**config.mk**
```make
export PLATFORM = sky130hd
export DESIGN_NAME = fpu_exc_commit
export DESIGN_NICKNAME = d
export VERILOG_FILES = /design/src/common/fpu_exc_pkg.sv /design/src/rtl/exc_prio.sv /design/src/rtl/cond_code_enc.sv /design/src/rtl/fpu_exc_commit.sv
export SDC_FILE = /design/constraint.sdc
export NUM_CORES = 1
export LEC_CHECK = 0
export BUFFER_PORTS_ARGS = -buffer_cell sky130_fd_sc_hd__buf_2
export CAP_MARGIN = 20
export CORE_MARGIN = 1
export CORE_UTILIZATION = 25
export DETAILED_ROUTE_END_ITERATION = 10
export GPL_TIMING_DRIVEN = 1
export PLACE_DENSITY_LB_ADDON = 0.15
export SYNTH_ARGS = -nofsm -noshare
export SYNTH_HDL_FRONTEND = slang
export SYNTH_HIERARCHICAL = 1
export SYNTH_SLANG_ARGS = --single-unit
```
**constraint.sdc**
```tcl
create_clock -name clk_sys -period 4.9 [get_ports clk_sys]
set_input_delay 0.49 -clock clk_sys [delete_from_list [all_inputs] [get_ports clk_sys]]
set_output_delay 0.49 -clock clk_sys [all_outputs]
set_load 0.03 [all_outputs]
```
**src/common/fpu_exc_pkg.sv**
```systemverilog
// Shared constants and types for the numeric coprocessor exception unit.
// Assumes a single 10 MHz clock domain and a plain register port.
package fpu_exc_pkg;

   // Register port geometry
   localparam int ADDR_W = 8;
   localparam int DATA_W = 32;

   // Register offsets (byte addresses)
   localparam logic [7:0] OFS_CTRL = 8'h00;
   localparam logic [7:0] OFS_STATUS = 8'h04;
   localparam logic [7:0] OFS_EVT_STAT = 8'h08;
   localparam logic [7:0] OFS_EVT_CLR = 8'h0C;
   localparam logic [7:0] OFS_EVT_EN = 8'h10;

   // Exception flag and mask positions, lowest index wins precedence
   localparam int EXC_W = 6;
   localparam int EXC_IE = 0;
   localparam int EXC_DE = 1;
   localparam int EXC_ZE = 2;
   localparam int EXC_OE = 3;
   localparam int EXC_UE = 4;
   localparam int EXC_PE = 5;
   localparam logic [5:0] BEFORE_SET = 6'h07;
   localparam logic [5:0] CTRL_MASK_RST = 6'h3F;

   // Status word field positions
   localparam int SW_SF = 6;
   localparam int SW_ES = 7;
   localparam int SW_CC_ZERO = 8;
   localparam int SW_CC_ONE = 9;
   localparam int SW_CC_TWO = 10;
   localparam int SW_TOP = 11;
   localparam int SW_CC_THREE = 14;
   localparam int SW_B = 15;
   localparam logic [3:0] CC_RST = 4'h0;

   // Event bits of the interrupt registers
   localparam int EVT_W = 3;
   localparam int EVT_EXC = 0;
   localparam int EVT_ERR = 1;
   localparam int EVT_CC = 2;
   localparam logic [2:0] EVT_RST = 3'h0;

   // Instruction classes seen by this unit
   typedef enum logic [2:0] {
      OP_ARITH, OP_STORE, OP_STORE_POP, OP_COMPARE,
      OP_COMPARE_POP, OP_EXAMINE, OP_STATUS_TO_ACC
   } op_kind_t;

   // Compare ordering from the datapath
   typedef enum logic [1:0] {ORD_GT, ORD_LT, ORD_EQ, ORD_UNORD} order_t;

   // Operand class for the examine instruction
   typedef enum logic [2:0] {
      CLS_UNSUPP, CLS_NAN, CLS_NORMAL, CLS_INF,
      CLS_ZERO, CLS_EMPTY, CLS_DENORM
   } class_t;

   // Issue request with operand checks done before any state change
   typedef struct packed {
      op_kind_t kind;
      logic inv;
      logic zdiv;
      logic denorm;
   } op_req_t;

   // Computed result report
   typedef struct packed {
      logic ovf;
      logic unf;
      logic prec;
      order_t order;
      class_t vclass;
      logic sign;
   } res_t;

   // Commit decision towards stack and memory
   typedef struct packed {
      logic valid;
      logic wr_stack;
      logic wr_mem;
      logic pop;
      logic use_default;
      logic aborted;
   } commit_t;

endpackage

```
**src/rtl/exc_prio.sv**
```systemverilog
// Precedence picker for simultaneous numeric exceptions.
// Purely combinational; used by the commit unit on one clock.
`timescale 1ns/1ns
module exc_prio
   import fpu_exc_pkg::*;
(
   input wire logic [EXC_W-1:0] raw, // Detected exceptions
   input wire logic [EXC_W-1:0] mask, // Mask bits, 1 = masked
   output logic [EXC_W-1:0] pick, // One-hot highest exception
   output logic unmasked // Picked one is not masked
);

   logic [EXC_W:0] seen; // Any higher exception already present

   assign seen[0] = 1'b0;

   // Lowest index has the highest precedence
   genvar i;
   generate
      for (i = 0; i < EXC_W; i++)
      begin : g_prio
         assign pick[i] = raw[i] & ~seen[i];
         assign seen[i+1] = seen[i] | raw[i];
      end
   endgenerate

   // The picked exception alone decides masked or unmasked
   assign unmasked = |(pick & ~mask);

endmodule

```
**src/rtl/cond_code_enc.sv**
```systemverilog
// Condition code encoder for compare and examine results.
// Output is {bit3, bit2, bit1, bit0}; combinational.
`timescale 1ns/1ns
module cond_code_enc
   import fpu_exc_pkg::*;
(
   input wire logic is_examine, // 1 = examine, 0 = compare
   input wire order_t order, // Compare ordering
   input wire class_t vclass, // Examined value class
   input wire logic sign, // Examined value sign
   output logic [3:0] cc // Condition bits 3..0
);

   // Decode ordering or class into the four bits
   always_comb
   begin
      cc = 4'h0;
      if (is_examine)
      begin
         // Bit 1 carries the sign; empty is only 10x1 with bit2 clear
         case (vclass)
            CLS_UNSUPP: cc = {3'h0, 1'b0};
            CLS_NAN: cc = 4'h1;
            CLS_NORMAL: cc = 4'h4;
            CLS_INF: cc = 4'h5;
            CLS_ZERO: cc = 4'h8;
            CLS_EMPTY: cc = 4'h9;
            CLS_DENORM: cc = 4'hC;
            default: cc = 4'h0;
         endcase
         cc[1] = sign;
      end
      else
      begin
         case (order)
            ORD_GT: cc = 4'h0;
            ORD_LT: cc = 4'h1;
            ORD_EQ: cc = 4'h8;
            ORD_UNORD: cc = 4'hD;
            default: cc = 4'h0;
         endcase
      end
   end

endmodule

```
**src/rtl/fpu_exc_commit.sv**
```systemverilog
// Exception recognition, commit control and condition codes for the
// numeric coprocessor. Assumes one clock, a host that samples the
// error pin at its next escape or wait instruction, and a datapath
// that reports operand checks at issue and result flags later.
//
// Summary of operation
// - Operand exceptions checked before any state change
// - Result exceptions raised only after result computed
// - Unmasked operand exception commits nothing
// - Result exceptions still allow normal commit
// - Store with unmasked over/underflow writes nothing
// - Bits 3,2,0 sit in status high byte
// - Compare orderings encoded in bits 3,2,0
// - Status word stored straight to accumulator
// - Examine sets four bits, empty codes limited
// - Unmasked exception drives active-low error pin
// - Masked exception corrected, no host signal; irq still rises for it if EVT_EXC is enabled
// - Only highest-precedence exception reported
//
// Our own choices: strobed register access and the address map.
`timescale 1ns/1ns
module fpu_exc_commit
   import fpu_exc_pkg::*;
(
   input wire logic clk_sys, // System clock, 10 MHz
   input wire logic rstn, // Asynchronous reset, active low
   input wire logic [ADDR_W-1:0] reg_addr, // Register address
   input wire logic [DATA_W-1:0] reg_wdata, // Register write data
   input wire logic reg_wr, // Write strobe
   input wire logic reg_rd, // Read strobe
   output logic [DATA_W-1:0] reg_rdata, // Read data, next cycle
   input wire logic op_valid, // Instruction issue strobe
   input wire op_req_t op_req, // Instruction and operand checks
   output logic op_ready, // Unit can take an instruction
   input wire logic res_valid, // Result computed strobe
   input wire res_t res, // Result flags and codes
   input wire logic [2:0] stack_top, // Current stack top pointer
   output commit_t commit, // Commit decision, one-cycle valid
   output logic acc_valid, // Status word to accumulator strobe
   output logic [15:0] acc_data, // Status word for accumulator
   output logic error_n, // Error pin to host, active low
   output logic irq // Level interrupt, active high
);

   ////////////////////////////////////////////////////////////////////
   // Declarations
   ////////////////////////////////////////////////////////////////////

   typedef enum logic [1:0] {S_IDLE, S_WAIT_RES} state_t;

   state_t state_r; // Sequencer state
   state_t state_nxt; // Next sequencer state
   logic [EXC_W-1:0] mask_r; // Exception masks
   logic [EXC_W-1:0] flags_r; // Sticky exception flags
   logic [3:0] cc_r; // Condition bits 3..0
   op_kind_t kind_r; // Kind of instruction in flight
   logic dflt_r; // Masked operand fault corrected
   logic [EVT_W-1:0] evt_r; // Sticky event status
   logic [EVT_W-1:0] evt_en_r; // Event enables
   logic [15:0] sw; // Assembled status word
   logic es; // Exception summary
   logic [EXC_W-1:0] before_raw; // Operand-check exceptions
   logic [EXC_W-1:0] after_raw; // Result exceptions
   logic [EXC_W-1:0] before_pick; // Chosen operand exception
   logic [EXC_W-1:0] after_pick; // Chosen result exception
   logic before_unm; // Chosen operand exception unmasked
   logic after_unm; // Chosen result exception unmasked
   logic [3:0] cc_new; // Encoded condition bits
   logic issue; // Instruction taken this cycle
   logic finish; // Result taken this cycle
   logic is_store; // In-flight instruction stores
   logic set_flags; // Flags set this cycle
   logic [EXC_W-1:0] flag_set; // Which flags are set
   logic cc_upd; // Condition bits updated
   logic err_evt; // Unmasked exception raised
   logic wr_ctrl; // Control register write
   logic wr_status; // Status flag clear write
   logic wr_evt_clr; // Event clear write
   logic wr_evt_en; // Event enable write

   ////////////////////////////////////////////////////////////////////
   // Exception detection
   ////////////////////////////////////////////////////////////////////

   // Operand checks arrive with the issue, before any update
   assign before_raw = {3'h0, op_req.zdiv, op_req.denorm,
                        op_req.inv};

   // Result flags are only looked at with the computed result
   assign after_raw = {res.prec, res.unf, res.ovf, 3'h0};

   // Precedence for operand-time exceptions
   exc_prio u_prio_before (
      .raw(before_raw),
      .mask(mask_r),
      .pick(before_pick),
      .unmasked(before_unm)
   );

   // Precedence for result-time exceptions
   exc_prio u_prio_after (
      .raw(after_raw),
      .mask(mask_r),
      .pick(after_pick),
      .unmasked(after_unm)
   );

   // Condition code encoding from the result report
   cond_code_enc u_cc (
      .is_examine(kind_r == OP_EXAMINE),
      .order(res.order),
      .vclass(res.vclass),
      .sign(res.sign),
      .cc(cc_new)
   );

   ////////////////////////////////////////////////////////////////////
   // Sequencer
   ////////////////////////////////////////////////////////////////////

   assign op_ready = (state_r == S_IDLE);
   assign issue = op_valid & op_ready;
   assign finish = res_valid & (state_r == S_WAIT_RES);
   assign is_store = (kind_r == OP_STORE) | (kind_r == OP_STORE_POP);

   // Next state: unmasked operand faults and status stores end at once
   always_comb
   begin
      state_nxt = state_r;
      case (state_r)
         S_IDLE:
         begin
            if (issue && op_req.kind != OP_STATUS_TO_ACC &&
                !before_unm)
               state_nxt = S_WAIT_RES;
         end
         S_WAIT_RES:
         begin
            if (res_valid)
               state_nxt = S_IDLE;
         end
         default: state_nxt = S_IDLE;
      endcase
   end

   // State register
   always_ff @(posedge clk_sys or negedge rstn)
   begin
      if (!rstn)
         state_r <= S_IDLE;
      else
         state_r <= state_nxt;
   end

   // Remember the kind and any masked operand correction
   always_ff @(posedge clk_sys or negedge rstn)
   begin
      if (!rstn)
      begin
         kind_r <= OP_ARITH;
         dflt_r <= 1'b0;
      end
      else if (issue)
      begin
         kind_r <= op_req.kind;
         dflt_r <= |before_pick;
      end
   end

   ////////////////////////////////////////////////////////////////////
   // Commit decision
   ////////////////////////////////////////////////////////////////////

   // Issue-time abort or result-time commit, one-cycle valid
   always_ff @(posedge clk_sys or negedge rstn)
   begin
      if (!rstn)
         commit <= '0;
      else
      begin
         commit <= '0;
         if (issue && op_req.kind != OP_STATUS_TO_ACC && before_unm)
         begin
            // Nothing is written and nothing popped
            commit.valid <= 1'b1;
            commit.aborted <= 1'b1;
         end
         else if (finish)
         begin
            commit.valid <= 1'b1;
            commit.use_default <= dflt_r;
            if (is_store && !dflt_r && after_unm &&
                (after_pick[EXC_OE] || after_pick[EXC_UE]))
               commit.aborted <= 1'b1;
            else
            begin
               // Result-time exceptions do not block the update
               commit.wr_stack <= (kind_r == OP_ARITH);
               commit.wr_mem <= is_store;
               commit.pop <= (kind_r == OP_STORE_POP) ||
                             (kind_r == OP_COMPARE_POP);
            end
         end
      end
   end

   ////////////////////////////////////////////////////////////////////
   // Exception flags and error pin
   ////////////////////////////////////////////////////////////////////

   // An operand fault outranks any later result exception
   always_comb
   begin
      flag_set = '0;
      err_evt = 1'b0;
      if (issue && op_req.kind != OP_STATUS_TO_ACC)
      begin
         flag_set = before_pick;
         err_evt = before_unm;
      end
      else if (finish && !dflt_r)
      begin
         flag_set = after_pick;
         err_evt = after_unm;
      end
   end

   assign set_flags = |flag_set;
   assign wr_status = reg_wr && (reg_addr == OFS_STATUS);

   // Flags stay until software clears them; a new set wins
   always_ff @(posedge clk_sys or negedge rstn)
   begin
      if (!rstn)
         flags_r <= '0;
      else if (wr_status)
         flags_r <= (flags_r & ~reg_wdata[EXC_W-1:0]) |
                    flag_set;
      else if (set_flags)
         flags_r <= flags_r | flag_set;
   end

   // Summary bit: a set flag whose mask is clear
   assign es = |(flags_r & ~mask_r);

   // Error pin follows the summary, low while any unmasked flag
   // stands; the host picks it up at its next escape or wait
   always_ff @(posedge clk_sys or negedge rstn)
   begin
      if (!rstn)
         error_n <= 1'b1;
      else
         error_n <= ~es;
   end

   ////////////////////////////////////////////////////////////////////
   // Condition code and status word
   ////////////////////////////////////////////////////////////////////

   assign cc_upd = finish && (kind_r == OP_COMPARE ||
                   kind_r == OP_COMPARE_POP || kind_r == OP_EXAMINE);

   // Condition bits change only for compare and examine
   always_ff @(posedge clk_sys or negedge rstn)
   begin
      if (!rstn)
         cc_r <= CC_RST;
      else if (cc_upd)
         cc_r <= cc_new;
   end

   // Bits 3, 2, 0 land on zero, parity, carry of the host flags
   always_comb
   begin
      sw = '0;
      sw[EXC_W-1:0] = flags_r;
      sw[SW_SF] = 1'b0;
      sw[SW_ES] = es;
      sw[SW_CC_ZERO] = cc_r[0];
      sw[SW_CC_ONE] = cc_r[1];
      sw[SW_CC_TWO] = cc_r[2];
      sw[SW_TOP+:3] = stack_top;
      sw[SW_CC_THREE] = cc_r[3];
      sw[SW_B] = es;
   end

   // Status word goes straight to the accumulator port
   always_ff @(posedge clk_sys or negedge rstn)
   begin
      if (!rstn)
      begin
         acc_valid <= 1'b0;
         acc_data <= 16'h0000;
      end
      else
      begin
         acc_valid <= issue && (op_req.kind == OP_STATUS_TO_ACC);
         if (issue && op_req.kind == OP_STATUS_TO_ACC)
            acc_data <= sw;
      end
   end

   ////////////////////////////////////////////////////////////////////
   // Register port
   ////////////////////////////////////////////////////////////////////

   assign wr_ctrl = reg_wr && (reg_addr == OFS_CTRL);
   assign wr_evt_clr = reg_wr && (reg_addr == OFS_EVT_CLR);
   assign wr_evt_en = reg_wr && (reg_addr == OFS_EVT_EN);

   // Mask register steers masked or unmasked handling
   always_ff @(posedge clk_sys or negedge rstn)
   begin
      if (!rstn)
         mask_r <= CTRL_MASK_RST;
      else if (wr_ctrl)
         mask_r <= reg_wdata[EXC_W-1:0];
   end

   // Event enables
   always_ff @(posedge clk_sys or negedge rstn)
   begin
      if (!rstn)
         evt_en_r <= EVT_RST;
      else if (wr_evt_en)
         evt_en_r <= reg_wdata[EVT_W-1:0];
   end

   // Sticky events; a set in the clearing cycle survives
   always_ff @(posedge clk_sys or negedge rstn)
   begin
      if (!rstn)
         evt_r <= EVT_RST;
      else
      begin
         evt_r <= (evt_r & ~(wr_evt_clr ? reg_wdata[EVT_W-1:0] :
                   EVT_RST)) | {cc_upd, err_evt, set_flags};
      end
   end

   // Level interrupt from enabled events
   assign irq = |(evt_r & evt_en_r);

   // Read data valid in the cycle after the strobe only
   always_ff @(posedge clk_sys or negedge rstn)
   begin
      if (!rstn)
         reg_rdata <= '0;
      else if (reg_rd)
      begin
         case (reg_addr)
            OFS_CTRL: reg_rdata <= {26'h0, mask_r};
            OFS_STATUS: reg_rdata <= {16'h0, sw};
            OFS_EVT_STAT: reg_rdata <= {29'h0, evt_r};
            OFS_EVT_EN: reg_rdata <= {29'h0, evt_en_r};
            default: reg_rdata <= '0;
         endcase
      end
      else
         reg_rdata <= '0;
   end

endmodule

```
# Word level (Yosys, flattened, before mapping)
# Index checks and enable logic that the tools add are counted.
# Widths: inputs -> output; s select.
# word_totals
ff_bits	83
latchBits	0
ram_bits	0
romBits	0
inputBits	64
out_inout_bits	58
word_cells	119
n_memories	0
# classes
add_sub_neg	0
n_mul	0
n_div	0
n_lt_le_gt_ge	0
eq_ne	23
n_shift	0
mux	21
n_bitwise	26
reduce_logical	31
# ops
cell	count
$pmux 16 s4	1
$mux 32	1
$mux 6	5
$pmux 4 s6	1
$reduce_or 6->1	4
$and 6x6->6	3
$eq 3x3->1 const B	6
$eq 8x4->1 const B	2
$pmux 4 s4	1
$logic_and 1x1->1	13
$eq 3x2->1 const B	4
$not 6->6	2
$or 6x6->6	2
$eq 8x3->1 const B	1
$eq 8x5->1 const B	1
$logic_not 8->1	1
$mux 4	2
$and 1x1->1	6
$and 3x3->3	2
$and 3x6->6	1
$eq 3x1->1 const B	2
$mux 3	2
$reduce_or 3->1	2
$mux 1	5
other kinds (17)	31

# Depth between registers and ports, before layout
# logic_depth
ltp_word	10
ltp_mapped	6
depth_no_buf	6

# Modules after synthesis
# The synthesis kept the hierarchy.
# modules_own_cells
mod	n_inst	cells_per_inst	area_per_inst_um2	seq_area_each_um2
fpu_exc_commit	1	221	2775.2	1585.3
exc_prio	2	16	122.6	0.0
cond_code_enc	1	8	62.6	0.0

# Least setup slack after synthesis
# Ideal clock, no wire load.
# synth_path
kind	input to register
startpoint	in reg_addr[1]
endpoint	reg evt_r[0]
setup_time_ns	0.126
arrival_time_ns	1.815
t_required_ns	4.774
path_slack_ns	2.959
path_stages	4
n_path_buf	0
cell_sequence	or3_4 nor4b_4 nand4_1 a221o_1
# synth_via
elab_chain_cells	6
# synth_lines
item	line_no	source
start: declaration	fpu_exc_commit.sv:27	input wire logic [ADDR_W-1:0] reg_addr,
$eq 8x4->1	fpu_exc_commit.sv:308	assign wr_evt_clr = reg_wr && (reg_addr == OFS_EVT_CLR);
$logic_and 1x1->1	fpu_exc_commit.sv:308	
$mux 3	fpu_exc_commit.sv:336	evt_r <= (evt_r & ~(wr_evt_clr ? reg_wdata[EVT_W-1:0] :
$not 3->3	fpu_exc_commit.sv:336	
$and 3x3->3	fpu_exc_commit.sv:336	
$or 3x3->3	fpu_exc_commit.sv:337	EVT_RST)) | {cc_upd, err_evt, set_flags};
end signal: assignment	fpu_exc_commit.sv:336	
end: declaration	fpu_exc_commit.sv:58	logic [EVT_W-1:0] evt_r;
# No other way between the ends.
# A chain may end at the register's enable or synchronous reset.

# Worst setup path after layout
# Ends and elaborated chain as after synthesis.

==> reports/summary.txt <==
Startpoint types: input port
TritonCTS Sinks: 63
Fin. Hold Viols: 0
Tmin final: 1940 ps
Fin util: 33.2%
Cell Chain, Critical Path: buf_2 -> or3_4 -> nor4b_4 -> nand4_1 -> a221o_1
Reg2Reg Depth: 5
CP Class: in -> reg
Share of cells above drive strength 1: 38.1%
Final hold slack: 333 ps
Most frequent cells in the layout: buf_2, dfrtp_1, conb_1, mux2_2, nand2_1
Ys Warns: 6
Mapped Area: 0.00308 mm2
Slew @ Worst Pin: 856 ps
Initial Util: 25.7%
Slowest stage delay, CP: 600 ps
DIE AREA: 0.0128 mm2
Max Fanout on Critical Path: 10
GRT Util Overall: 12.3%
Clock Latency Late Sink: 320 ps
Worst VDD drop: 0.000165 V
Filler cells: 1236
Asr flop ratio synth: 100%
Number of synthesized flops with an enable pin: 0
Critical Path Source: reg_addr[1]
Rows: 40
RSZ-0062 raised after global routing: no
Antenna violations before repair: 0
Vias: 2304
Port bufs: 77
Die width: 113 um
Num CTS Buffers: 9
Hold-fix buffers, CTS: 0
DRC Markers: 0
First-pass GRT wire length: 11900 um
CP Data Arrival Time: 2150 ps
Placer congestion estimate: 0.794
Seq/Total Area, Yosys: 51.4%
Root Driver: clkbuf_16
Maxcap violations: 0
DP HPWL: 5640 um
Largest net degree at the start of global routing: 64
Die height: 113 um
Min-delay worst type: in -> async
Worst R2R Start: mask_r[3]$_DFFE_PN1P_
Antenna-violating nets left: 0
Max-slew headroom: 42.7%
Synth Area per Inst: 11.8 um2
Setup violations, final: 0
CP endpoint: evt_r[0]$_DFF_PN0_
Reg-to-reg endpoint: commit[0]$_DFF_PN0_
Routed WL: 7460 um
NumNets Final: 432
CP Buf/Inv Count: 1
FF+latch count, synth: 63
Post-CTS Setup Inserts: 0
Final WS setup: 2960 ps
Netlist cell types: 52
Commonest non-fill, non-tap cell in the layout: buf_2
Setup crit end kind: flip-flop
DR iter-0 viols: 87
Final setup skew: 5.07 ps
Core box area: 0.0120 mm2
Worst path slowest cell: nor4b_4
Data required, critical path: 5110 ps
Synth-to-Final Area Change: 29.5%
I/O pin count: 122
Post_cts resized: 0
Fmax: 0.515 GHz
Cell family with the largest share of critical-path delay: simple AND/OR/NAND/NOR gates
Clock buffer depth: 2
CTS H-tree lvls: 3
Ant. Diodes: 0
Routed length per instance: 14.3 um
Clk slew on worst S/H paths: 60 ps
Status: completed
Final Total Pwr: 0.00159 W
Worst slack, placed: 2620 ps
Setup TNS: 0 ps
Reg2reg setup slack: 2980 ps
Total gr overflow: 0
TritonCTS clock tree: done
Detailed-router iteration count before antenna repair: 7
WP depth: 5
Fin crit share: 39.6%
Pwr/cell area: 399 mW/mm2
Top_reg_cell synth: dfrtp_1
Cells after Synth: 261
Post-DR vias/cell: 4.43
Slew Limit Fails: 0
Leakage: 1.91 nW
Vias in the first global route: 2258
[where the power goes]
part	switching (W)	internal [W]
clock network	0.000220	0.000510
registers	0.0000387	0.000575
logic	0.000158	0.0000922
total	0.000417	0.00118
[area by class of cell]
cell class,count,area (um2),share of cell area (%)
multi-input cells,204,1430,35.9
flip-flops and latches,63,1590,39.7
clock inverters,5,105,2.63
inverters,11,41.3,1.03
repair buffers,79,400,10.0
clock buffers,11,243,6.08
well taps,147,184,4.61
[logic make-up after synthesis]
group,Yosys count,synth area share [%]
simple gates,83,17.7
flops,63,51.4
compound gates,41,10.9
buf+inv,39,7.55
mux,33,12.1
xor+xnor,1,0.284
other cells,1,0.122
[how the worst min path moves through the flow]
| stage | depth (start not counted) | startpoint | end |
|---|---|---|---|
| final | 2 | rstn | acc_data[11]$_DFFE_PN0P_ |
| after global routing | 2 | stack_top[0] | reg_rdata[11]$_DFF_PN0_ |
| after CTS | 2 | rstn | acc_data[11]$_DFFE_PN0P_ |
| after detailed placement | 1 | acc_data[11]$_DFFE_PN0P_ | acc_data[11]$_DFFE_PN0P_ |
| after global placement | 1 | acc_data[11]$_DFFE_PN0P_ | acc_data[11]$_DFFE_PN0P_ |
| after floorplan | 0 | rstn | acc_data[0]$_DFFE_PN0P_ |
[registers in the layout, indices dropped and copies added (netlist names)]
name / count
dflt_r: 1
flags_r: 6
commit: 6
reg_rdata: 14
error_n: 1
acc_data: 14
kind_r: 3
cc_r: 4
mask_r: 6
acc_valid: 1
state_r: 1
evt_r: 3
evt_en_r: 3
[Yosys cell counts (2+ instances only)]
master | count | area [um2]
dfrtp_1 | 56 | 1400
mux2_2 | 29 | 327
buf_4 | 22 | 165
nand2_1 | 13 | 48.8
and2_1 | 11 | 68.8
inv_1 | 11 | 41.3
nor2b_1 | 11 | 68.8
nor2_1 | 9 | 33.8
a221o_1 | 8 | 80.1
a31oi_1 | 7 | 43.8
dfstp_2 | 7 | 184
nor4_1 | 7 | 43.8
nor3b_1 | 6 | 45.0
nor4b_1 | 5 | 43.8
a222oi_1 | 4 | 40.0
o22ai_1 | 4 | 25.0
a21oi_1 | 3 | 15.0
buf_2 | 3 | 15.0
mux2i_1 | 3 | 30.0
nor3_1 | 3 | 15.0
a2bb2oi_1 | 2 | 17.5
and3b_1 | 2 | 17.5
clkbuf_1 | 2 | 7.51
nand4_1 | 2 | 12.5
nor4_2 | 2 | 25.0
o21ai_1 | 2 | 10.0
o41ai_2 | 2 | 32.5
[worst register-to-register path, cell delays in order, from the launching register on]
cell     delay, ps
dfstp_2        400
nor4b_1        320
o41ai_2        100
nand2_1        120
or3b_2         500
o41ai_1        350
[per-layer routing]
layer	global-route usage [%]	up-vias	wire length, um
met5	0	-	0
met4	6.32	0	126
met3	1.82	11	264
met2	20.0	79	3580
met1	16.0	1100	3490
li1	-	1114	-
[through the flow]
stage | area [um2] | instances
floorplan | 3250 | 306
global placement | 3640 | 504
detailed placement | 3640 | 504
CTS | 3990 | 520
global route | 3990 | 520
finish | 3990 | 520
Power figures use the tool's default switching activity.
